--- config.mk ---
export PLATFORM = sky130hd
export DESIGN_NAME = pdsq_sequencer
export DESIGN_NICKNAME = d
export VERILOG_FILES = /design/src/inc/pdsq_pkg.sv /design/src/hw/pdsq_power_slot.sv /design/src/hw/pdsq_sequencer.sv
export SDC_FILE = /design/constraint.sdc
export NUM_CORES = 1
export LEC_CHECK = 0
export CORE_UTILIZATION = 43
export DETAILED_ROUTE_END_ITERATION = 8
export DONT_BUFFER_PORTS = 1
export PLACE_DENSITY_LB_ADDON = 0.25
export SLEW_MARGIN = 20
export SYNTH_ARGS = -nofsm -noshare
export SYNTH_HDL_FRONTEND = slang
export SYNTH_HIERARCHICAL = 1
export SYNTH_SLANG_ARGS = --single-unit
--- constraint.sdc ---
create_clock -name clk -period 3 [get_ports clk]
set_clock_uncertainty 0.1 [all_clocks]
set_input_delay 0.15 -clock clk [delete_from_list [all_inputs] [get_ports clk]]
set_output_delay 0.15 -clock clk [all_outputs]
set_load 0.05 [all_outputs]
--- src/inc/pdsq_pkg.sv ---
// Purpose: constants and types for the powerdown and clocking block
// Assumes: 20 MHz core clock, 7-bit register index, 16-bit register data
// Notes:   shared by the sequencer and its subsystem power slot
package pdsq_pkg;

  // ------------------------------------------------------------------
  // register indices and fields
  // ------------------------------------------------------------------
  localparam logic [6:0]  PCS_INDEX       = 7'h26;
  localparam logic [6:0]  EXT_AUDIO_INDEX = 7'h28;
  localparam logic [6:0]  EXT_MODEM_INDEX = 7'h3c;
  localparam int          PR_LSB          = 8;
  localparam int          PR_WIDTH        = 7;
  localparam int          ID_LSB          = 14;
  localparam logic [6:0]  PR_RESET        = 7'h00;
  localparam logic [15:0] RD_IDLE         = 16'h0000;

  // powerdown request bit positions
  localparam int PR_ADC  = 0;
  localparam int PR_DAC  = 1;
  localparam int PR_MIXV = 2;
  localparam int PR_MIXR = 3;
  localparam int PR_LINK = 4;
  localparam int PR_CLK  = 5;
  localparam int PR_HP   = 6;

  // subsystem ready flags, also status bit positions
  localparam int NUM_SUBSYS = 5;
  localparam int SS_ADC     = 0;
  localparam int SS_DAC     = 1;
  localparam int SS_MIX     = 2;
  localparam int SS_REF     = 3;
  localparam int SS_HP      = 4;

  // ------------------------------------------------------------------
  // timing
  // ------------------------------------------------------------------
  localparam int CLK_MHZ         = 20;
  localparam int POWER_ON_NS     = 1000;
  localparam int POWER_ON_CYCLES = (POWER_ON_NS * CLK_MHZ + 999) / 1000;
  localparam int PON_CNT_W       = 5;

  // ------------------------------------------------------------------
  // strap codes, active-low straps as sampled
  // ------------------------------------------------------------------
  localparam logic [1:0] STRAP_24M576 = 2'b11;
  localparam logic [1:0] STRAP_14M318 = 2'b10;
  localparam logic [1:0] STRAP_27M    = 2'b01;
  localparam logic [1:0] STRAP_48M    = 2'b00;
  localparam logic [1:0] ID_PRIMARY   = 2'b00;

  typedef enum logic {CFG_WAIT, CFG_HELD} pdsq_cfg_e;
  typedef enum logic [1:0] {
    MODE_EXT_DIRECT, MODE_EXT_PLL, MODE_XTAL, MODE_SECONDARY
  } pdsq_mode_e;

endpackage : pdsq_pkg

--- src/hw/pdsq_power_slot.sv ---
// Purpose: one analog subsystem: enable plus power-on settle timer
// Assumes: settle time of POWER_ON_CYCLES clocks after enable rises
// Notes:   ready drops in the cycle after the enable falls
module pdsq_power_slot
  import pdsq_pkg::*;
(
  // clock and reset
  input  wire logic clk,
  input  wire logic rstn,
  // control
  input  wire logic enable,
  // status
  output logic      ready
);

  logic [PON_CNT_W-1:0] count;
  logic [PON_CNT_W-1:0] next_count;
  logic                 next_ready;

  // ------------------------------------------------------------------
  // settle timer
  // ------------------------------------------------------------------
  always_comb begin
    next_count = count;
    next_ready = ready;
    if (!enable) begin
      next_count = '0;
      next_ready = 1'b0;
    end else if (!ready) begin
      if (count == PON_CNT_W'(POWER_ON_CYCLES - 1)) begin
        next_ready = 1'b1;
      end else begin
        next_count = count + PON_CNT_W'(1);
      end
    end
  end

  always_ff @(posedge clk or negedge rstn) begin
    if (!rstn) begin
      count <= '0;
      ready <= 1'b0;
    end else begin
      count <= next_count;
      ready <= next_ready;
    end
  end
endmodule : pdsq_power_slot

--- src/hw/pdsq_sequencer.sv ---
// Purpose: powerdown control/status and reset-time clocking selection
// Assumes: register strobes already decoded from the serial link
// Notes:   rstn is the cold reset; straps caught after its release
// Function
// - seven-bit powerdown request field, any bit combination allowed
// - clearing a request resumes its subsystem, except link and clock bits
// - ADC request shuts ADCs and input mux and clears ADC ready
// - DAC, mixer, reference, headphone requests clear their ready flags
// - cleared request starts power-on; ready set when hardware is ready
// - link request stops link and bit clock, primary codec only
// - clock stop halts internal clocks, ADCs, DACs; bit clock, mixer run
// - after clock stop only a cold reset restores operation
// - link and clock requests in one frame hold the bit clock low
// - mixer requests also power down ADCs, DACs, headphone; one drops ref
// - clocking picked from clock input presence and two id straps
// - clock present and a strap low at reset release selects PLL mode, loop filter pin
// - in PLL mode the straps select the divider ratios
// - strap codes map to 24.576, 14.31818, 27.000, 48.000 MHz inputs
// - PLL mode is always primary codec
// - clock present and straps high: PLL off, input used directly
// - in PLL mode both id fields read zero
// - no clock at reset release: PLL input off, straps latched
// - no clock and straps high: primary codec on crystal
// - no clock, a strap low: secondary, bit clock input, id 1 to 3
module pdsq_sequencer
  import pdsq_pkg::*;
(
  // clock and cold reset
  input  wire logic        clk,
  input  wire logic        rstn,
  // register access
  input  wire logic        reg_wr,
  input  wire logic        reg_rd,
  input  wire logic [6:0]  reg_index,
  input  wire logic [15:0] reg_wr_data,
  output logic [15:0]      reg_rd_data,
  output logic             reg_rd_valid,
  // link events
  input  wire logic        frame_start,
  input  wire logic        warm_reset,
  input  wire logic        new_warm_reset,
  // straps and clock detect
  input  wire logic        clock_input_valid,
  input  wire logic [1:0]  codec_id_straps_n,
  // power controls
  output logic [4:0]       subsys_power_on,
  output logic             link_shutdown,
  output logic             internal_clock_stop,
  output logic             bit_clk_run,
  output logic             bit_clk_hold_low,
  // clocking configuration
  output logic             config_valid,
  output logic             pll_enable,
  output logic             loop_filter_mode,
  output logic [1:0]       divider_select,
  output logic             primary_codec,
  output logic             bit_clk_oe_n,
  output logic [1:0]       codec_id
);

  localparam int SETTLE_MAX = 24;

  // ------------------------------------------------------------------
  // clocking configuration, caught once after reset release
  // ------------------------------------------------------------------
  pdsq_cfg_e  cfg_state;
  pdsq_cfg_e  next_cfg_state;
  pdsq_mode_e mode;
  pdsq_mode_e next_mode;
  logic [1:0] straps;
  logic [1:0] next_straps;

  always_comb begin
    next_cfg_state = cfg_state;
    next_mode      = mode;
    next_straps    = straps;
    case (cfg_state)
      CFG_WAIT: begin
        next_straps    = codec_id_straps_n;
        next_cfg_state = CFG_HELD;
        if (clock_input_valid) begin
          if (codec_id_straps_n == STRAP_24M576) begin
            next_mode = MODE_EXT_DIRECT;
          end else begin
            next_mode = MODE_EXT_PLL;
          end
        end else if (codec_id_straps_n == STRAP_24M576) begin
          next_mode = MODE_XTAL;
        end else begin
          next_mode = MODE_SECONDARY;
        end
      end
      CFG_HELD: begin
        next_cfg_state = CFG_HELD;
      end
      default: begin
        next_cfg_state = CFG_WAIT;
      end
    endcase
  end

  always_ff @(posedge clk or negedge rstn) begin
    if (!rstn) begin
      cfg_state <= CFG_WAIT;
      mode      <= MODE_XTAL;
      straps    <= STRAP_24M576;
    end else begin
      cfg_state <= next_cfg_state;
      mode      <= next_mode;
      straps    <= next_straps;
    end
  end

  // config outputs straight from the held state
  always_comb begin
    config_valid     = (cfg_state == CFG_HELD);
    pll_enable       = (mode == MODE_EXT_PLL);
    loop_filter_mode = (mode == MODE_EXT_PLL);
    divider_select   = straps;
    primary_codec    = (mode != MODE_SECONDARY);
    bit_clk_oe_n     = (mode == MODE_SECONDARY);
    codec_id         = primary_codec ? ID_PRIMARY : ~straps;
  end

  // ------------------------------------------------------------------
  // powerdown request field
  // ------------------------------------------------------------------
  logic [6:0] pr;
  logic [6:0] next_pr;
  logic [1:0] set_in_frame;
  logic [1:0] next_set_in_frame;
  logic       digital_off;
  logic       next_digital_off;
  logic       pcs_wr;
  logic [6:0] wr_pr;

  always_comb begin
    pcs_wr  = reg_wr && reg_index == PCS_INDEX && !pr[PR_CLK];
    wr_pr   = reg_wr_data[PR_LSB +: PR_WIDTH];
    next_pr = pr;
    if (pcs_wr) begin
      next_pr = wr_pr;
      next_pr[PR_LINK] = pr[PR_LINK] | wr_pr[PR_LINK];
      next_pr[PR_CLK]  = wr_pr[PR_CLK];
    end
    // a link request in the same cycle as a wake keeps the link down
    if ((warm_reset || new_warm_reset) && !pr[PR_CLK]
        && !(pcs_wr && wr_pr[PR_LINK])) begin
      next_pr[PR_LINK] = 1'b0;
    end
    // a frame opening starts a fresh window; a set in it still counts
    next_set_in_frame = frame_start ? 2'b00 : set_in_frame;
    if (pcs_wr && wr_pr[PR_LINK] && !pr[PR_LINK]) begin
      next_set_in_frame[0] = 1'b1;
    end
    if (pcs_wr && wr_pr[PR_CLK]) begin
      next_set_in_frame[1] = 1'b1;
    end
    next_digital_off = digital_off | (&next_set_in_frame);
  end

  always_ff @(posedge clk or negedge rstn) begin
    if (!rstn) begin
      pr           <= PR_RESET;
      set_in_frame <= 2'b00;
      digital_off  <= 1'b0;
    end else begin
      pr           <= next_pr;
      set_in_frame <= next_set_in_frame;
      digital_off  <= next_digital_off;
    end
  end

  // ------------------------------------------------------------------
  // subsystem enables and link/clock controls
  // ------------------------------------------------------------------
  logic [4:0] next_power_on;
  logic       mix_off;
  logic       next_link_shutdown;
  logic       next_bit_clk_run;

  always_comb begin
    mix_off = pr[PR_MIXV] | pr[PR_MIXR];
    next_power_on[SS_ADC] = !(pr[PR_ADC] | mix_off | pr[PR_CLK]);
    next_power_on[SS_DAC] = !(pr[PR_DAC] | mix_off | pr[PR_CLK]);
    next_power_on[SS_MIX] = !mix_off;
    next_power_on[SS_REF] = !pr[PR_MIXR];
    next_power_on[SS_HP]  = !(pr[PR_HP] | mix_off);
    next_link_shutdown = pr[PR_LINK] && primary_codec;
    next_bit_clk_run   = primary_codec && !next_link_shutdown
                         && !digital_off;
  end

  always_ff @(posedge clk or negedge rstn) begin
    if (!rstn) begin
      subsys_power_on     <= '0;
      link_shutdown       <= 1'b0;
      internal_clock_stop <= 1'b0;
      bit_clk_run         <= 1'b0;
      bit_clk_hold_low    <= 1'b0;
    end else begin
      subsys_power_on     <= next_power_on;
      link_shutdown       <= next_link_shutdown;
      internal_clock_stop <= pr[PR_CLK];
      bit_clk_run         <= next_bit_clk_run;
      bit_clk_hold_low    <= digital_off;
    end
  end

  // ------------------------------------------------------------------
  // ready flags per subsystem
  // ------------------------------------------------------------------
  logic [4:0] ready;

  for (genvar i = 0; i < NUM_SUBSYS; i++) begin : g_slot
    pdsq_power_slot u_slot (
      .clk    (clk),
      .rstn   (rstn),
      .enable (subsys_power_on[i]),
      .ready  (ready[i])
    );
  end

  // ------------------------------------------------------------------
  // register read
  // ------------------------------------------------------------------
  logic [15:0] next_rd_data;

  always_comb begin
    next_rd_data = RD_IDLE;
    case (reg_index)
      PCS_INDEX: begin
        next_rd_data[PR_LSB +: PR_WIDTH] = pr;
        next_rd_data[NUM_SUBSYS-1:0]     = ready;
      end
      EXT_AUDIO_INDEX: begin
        next_rd_data[ID_LSB +: 2] = codec_id;
      end
      EXT_MODEM_INDEX: begin
        next_rd_data[ID_LSB +: 2] = codec_id;
      end
      default: begin
        next_rd_data = RD_IDLE;
      end
    endcase
  end

  always_ff @(posedge clk or negedge rstn) begin
    if (!rstn) begin
      reg_rd_data  <= RD_IDLE;
      reg_rd_valid <= 1'b0;
    end else begin
      reg_rd_valid <= reg_rd;
      if (reg_rd) begin
        reg_rd_data <= next_rd_data;
      end
    end
  end
endmodule : pdsq_sequencer

Word-level counts from Yosys, hierarchy flattened

Index checks and enable logic that the tools add are counted.

Register bits after elaboration: 68
Latch bits: 0
Bits in writable memories: 0
Memory bits (read-only): 0
Bits of input ports: 33
Output and inout port bits: 35
Memories kept: 0

Add/subtract/negate cells: 5
Multipliers: 0
Div/mod/pow operators: 0
$lt $le $gt $ge: 0
Equal/unequal tests: 22
Shifts and indexed selects: 0
Mux-type cells: 43
Bitwise operators: 9
Reduce and logical (&&, ||, !) cells: 29

Operators with widths:

| operator                                                              | number |
|---|---|
| 5-bit 2-to-1 mux                                                      | 17 |
| 5-bit by 1-bit adder with 5-bit output, second input constant         | 5 |
| 5-bit equality test, second input constant                            | 5 |
| 2-bit != test, second input constant                                  | 11 |
| 7-bit by 6-bit equality test with 1-bit output, second input constant | 3 |
| 1-bit 2-to-1 mux                                                      | 21 |
| 2-bit AND reduction                                                   | 6 |
| 1-bit logical AND                                                     | 10 |
| 1-bit zero test                                                       | 10 |
| 1-bit OR                                                              | 8 |
| 2-bit 2-to-1 mux                                                      | 3 |
| 6-bit 2-to-1 mux                                                      | 1 |
| 2-bit equality test, second input constant                            | 2 |
| 2-bit by 1-bit equality test with 1-bit output, second input constant | 1 |
| 2-bit inverter                                                        | 1 |
| 1-bit one-hot mux with 2 select lines                                 | 1 |
| 2-bit nonzero test                                                    | 1 |
| 2-bit OR reduction                                                    | 1 |
| 1-bit logical OR                                                      | 1 |

Depth between registers and ports, before layout

Depth after elaboration: 8
Gate-level depth with buffers: 4
Gate-level depth less buffers: 4

Modules after synthesis

Netlist, hierarchy kept.

Modules (own cells, without submodules):

| module          | instances | cells each | area an instance (um^2) | sequential area each (um^2) |
|---|---|---|---|---|
| pdsq_power_slot | 5         | 26         | 315.3                   | 150.1 |
| pdsq_sequencer  | 1         | 108        | 1495.2                  | 954.7 |

Worst setup path before layout

Ideal clock, no wire load.

Path kind: flip-flop to output port
From: register mode[1]
To: output codec_id[0]
Arrival: 1.642 ns
Data required time: 2.750 ns
Path slack: 1.108 ns
Stages on the path, launching flop included: 3
Path through: dfstp_2 -> nand2_1 -> nor2_1

Cells in the longest elaborated chain, start to end: 2

Ends and longest elaborated chain:

| what                   | line                  | text |
|---|---|---|
| start, declared        | pdsq_sequencer.sv:68  | `pdsq_mode_e mode;` |
| start signal, assigned | pdsq_sequencer.sv:109 | `mode <= next_mode;` |
| 2-bit != test          | pdsq_sequencer.sv:120 | `primary_codec = (mode != MODE_SECONDARY);` |
| via primary_codec      | pdsq_sequencer.sv:56  | `output logic primary_codec,` |
| 2-bit 2-to-1 mux       | pdsq_sequencer.sv:122 | `codec_id = primary_codec ? ID_PRIMARY : ~straps;` |
| end, declared          | pdsq_sequencer.sv:58  | `output logic [1:0] codec_id` |

The timed path passes the listed nets, and every way through them passes these cells.

Final worst setup path

From: input reg_index[0]
To: register set_in_frame[1]

Cells in the longest elaborated chain, start to end: 5

Ends and longest elaborated chain:

| what                                           | line                  | text |
|---|---|---|
| start, declared                                | pdsq_sequencer.sv:34  | `input wire logic [6:0] reg_index,` |
| 7-bit by 6-bit equality test with 1-bit output | pdsq_sequencer.sv:138 | `pcs_wr = reg_wr && reg_index == PCS_INDEX && !pr[PR_CLK];` |
| 1-bit logical AND (2 in a row)                 | pdsq_sequencer.sv:138 |  |
| 1-bit logical AND                              | pdsq_sequencer.sv:156 | `if (pcs_wr && wr_pr[PR_CLK]) begin` |
| 1-bit 2-to-1 mux                               | pdsq_sequencer.sv:156 |  |
| via next_set_in_frame[1]                       | pdsq_sequencer.sv:131 | `logic [1:0] next_set_in_frame;` |
| end signal, assigned                           | pdsq_sequencer.sv:169 | `set_in_frame <= next_set_in_frame;` |
| end, declared                                  | pdsq_sequencer.sv:130 | `logic [1:0] set_in_frame;` |

The timed path passes the listed nets, and every way through them passes these cells.
A chain may end at the register's enable or synchronous reset.

==> flow_metrics.tcl <==
set metrics [dict create \
    insertion_delay_ns 0.33 \
    max_freq_mhz 420 \
    grt-busiest-layer "met2" \
    cp-start-kind "input port" \
    synth_commonest_cells "dfrtp_1, nand2_1, inv_1" \
    synth-seq-cells 68 \
    period_share_pct 79.3 \
    fp-row-count 30 \
    fin_tns_setup_ns 0 \
    ys_warn_count 6 \
    grt_pass1_wl_mm 9.95 \
    use_met3_pct 4.57 \
    final_nets 307 \
    p_per_area_mw_per_mm2 806 \
    cts_inserted_buffers 9 \
    antenna_found_initial 0 \
    initial_core_util_pct 45.0 \
    drive_gt1_share_pct 22.3 \
    slowest_delay_ns 0.62 \
    clk_pin_slew_ns 0.07 \
    clk_path_buf_depth 2 \
    post-place-ws_ns 1.24 \
    dpl_cell_area_sq_mm 0.00317 \
    relSlewSlack_pct 28.8 \
    antenna_cells 0 \
    yosysMostFrequentCell "dfrtp_1" \
    dp_hpwl_mm 3.78 \
    cap_violations 0 \
    timing.critical_path.mode_cell "dlygate4sd3_1" \
    end_kind "flip-flop" \
    drt-total-wl_mm 5.77 \
    synthToLayoutAreaGrowth_pct 17.6 \
    final_antenna_net_count 0 \
    synth_area_sq_mm 0.00307 \
    vdd_drop_max_v 0.000450 \
    grt_pass1_vias 2005 \
    tightest_slew_ns 1.06 \
    synth_edf_count 0 \
    final_util_pct 52.9 \
    final_area_sq_mm 0.00361 \
    die_w_microns 86.5 \
    synthArstFlopShare_pct 100 \
    required_ns 3.17 \
    cts_tree "built" \
    clock-sinks 68 \
    setup_ws_ns 0.621 \
    grt_max_degree 69 \
    yosys-top-cells-area "dfrtp_1, mux2i_1, a31oi_4" \
    crit_slowest_cell "dlygate4sd3_1" \
    syn_avg_cell_area_sq_um 12.9 \
    track_usage_pct 17.5 \
    period_needed_ns 2.38 \
    core-area_sq_mm 0.00683 \
    cts_max_level 3 \
    gr-total-overflow 0 \
    yosysSeqAreaShare_pct 55.5 \
    met2_usage_pct 26.8 \
    dr.pass1.iters 5 \
    status "finished, final reports clean" \
    arrival_ns 2.54 \
    min_path_type "input port to flip-flop" \
    vias 1907 \
    io_buffers 0 \
    vias_per_cell 5.15 \
    fillers 615 \
    slew_violations 0 \
    use_met1_pct 23.0 \
    die_area_sq_mm 0.00749 \
    syn_inst 238 \
    yosysTopAreaCellShare_pct 53.0 \
    p_leak_nw 1.66 \
    cts_setup_buffers 0 \
    die_height_microns 86.5 \
    ios 68 \
    critPathKind "input port to flip-flop" \
    grt_setup_unrepaired "no" \
    path_cells "dlygate4sd3_1, nor3b_4, dlygate4sd3_1, nand4_1, o21ai_0, dlygate4sd3_1" \
    synth_top_area_cell "dfrtp_1" \
    place_congestion 0.781 \
    path_max_fanout 7 \
    final_hold_viol_count 0 \
    synth.distinct_cells 38 \
    clock-root-buffer "clkbuf_8" \
    synth_flop_cell "dfrtp_1" \
    setup_violations 0 \
    first_iter_violations 98 \
    wl_per_cell_microns 15.6 \
    remaining_drc_errors 0 \
]
==> state kept, by name, summed over array words and instances, names as in the netlist, 2 cells and up <==
name / cells
set_in_frame: 2
mode: 2
subsys_power_on: 5
g_slot.u_slot/count: 25
reg_rd_data: 13
pr: 7
divider_select: 2
g_slot.u_slot/ready: 5
==> where the power goes <==
group / switching (mW) / internal, mW / leakage (nW) / total (mW)
logic: 0.332 / 0.400 / 0.681 / 0.732
clock network: 0.331 / 0.424 / 0.109 / 0.755
registers: 0.306 / 1.12 / 0.874 / 1.42
total: 0.969 / 1.94 / 1.66 / 2.91
==> what timing repair did <==
item                                    in CTS  in global routing
endpoints found under the setup margin       0                  0
resized for setup                            0                  0
hold buffers                                22                  0
endpoints found under the hold margin       85                  0
==> worst paths after layout <==
| path | startpoint | endpoint | slack [ns] | cells past startpoint |
|---|---|---|---|---|
| setup / recovery | reg_index[0] | set_in_frame[1] | 0.62 | 6 |
| hold / removal | reg_index[6] | set_in_frame[0] | 0.05 | 2 |
| setup reg to reg | pr[5] | pr[4] | 1.21 | 4 |
| hold reg to reg | pr[0] | subsys_power_on[0] | 0.36 | 1 |
| max in group asynchronous | rstn | divider_select[1] | 2.23 | 2 |
| min in group asynchronous | rstn | g_slot[0].u_slot/ready | 0.25 | 2 |
==> logic make-up after synthesis <==
logic type | after synthesis | share of synthesized area (%)
xor+xnor | 11 | 3.14
flops | 68 | 55.5
buf+inv | 18 | 2.93
compound gates | 31 | 10.6
simple gates | 84 | 19.1
fa+ha+maj | 5 | 2.04
other cells | 2 | 0.244
mux | 19 | 6.52
==> cells in the final DEF, fill, tap and decap left out, types with 8 or more instances in the layout <==
master / instances
mux2_2: 8
nand2_1: 17
and2_1: 11
dlygate4sd3_1: 21
clkbuf_8: 11
inv_1: 12
nand4b_1: 10
mux2i_1: 11
xnor2_1: 11
nor2b_1: 8
a22o_2: 10
dfrtp_1: 65
nand2b_1: 11
==> layer usage <==
layer | up-vias | share of wire [%]
li1 | 894 | -
met1 | 957 | 46
met2 | 44 | 48
met3 | 12 | 4.1
met4 | 0 | 2.1
met5 | - | 0
==> metrics by stage <==
step | instances | power [mW] | hold slack, ns
6_report | 370 | 2.91 | 0.0452
5_1_grt | 370 | 3.11 | 0.0199
4_1_cts | 370 | 2.95 | 0.0235
3_5_place_dp | 332 | 2.14 | -0.244
3_3_place_gp | 332 | 2.10 | -0.243
2_1_floorplan | 240 | 2.00 | -0.246
==> cell type report <==
cell class,count,area [sq um],area share [%]
sequential,68,1710,47.2
multi-input combinational,154,1290,35.6
inverter,12,45.0,1.25
timing repair buffer,24,253,7.00
clock inverter,5,50.0,1.39
tap,96,120,3.33
clock buffer,11,151,4.19
==> worst max-delay path, delay by kind of cell <==
family                 cells  cell delay, ns
AOI/OAI and AO/OA          1            0.10
buffers and inverters      3            1.77
and+or+nand+nor            2            0.52
(Power assumes the default switching activity.)
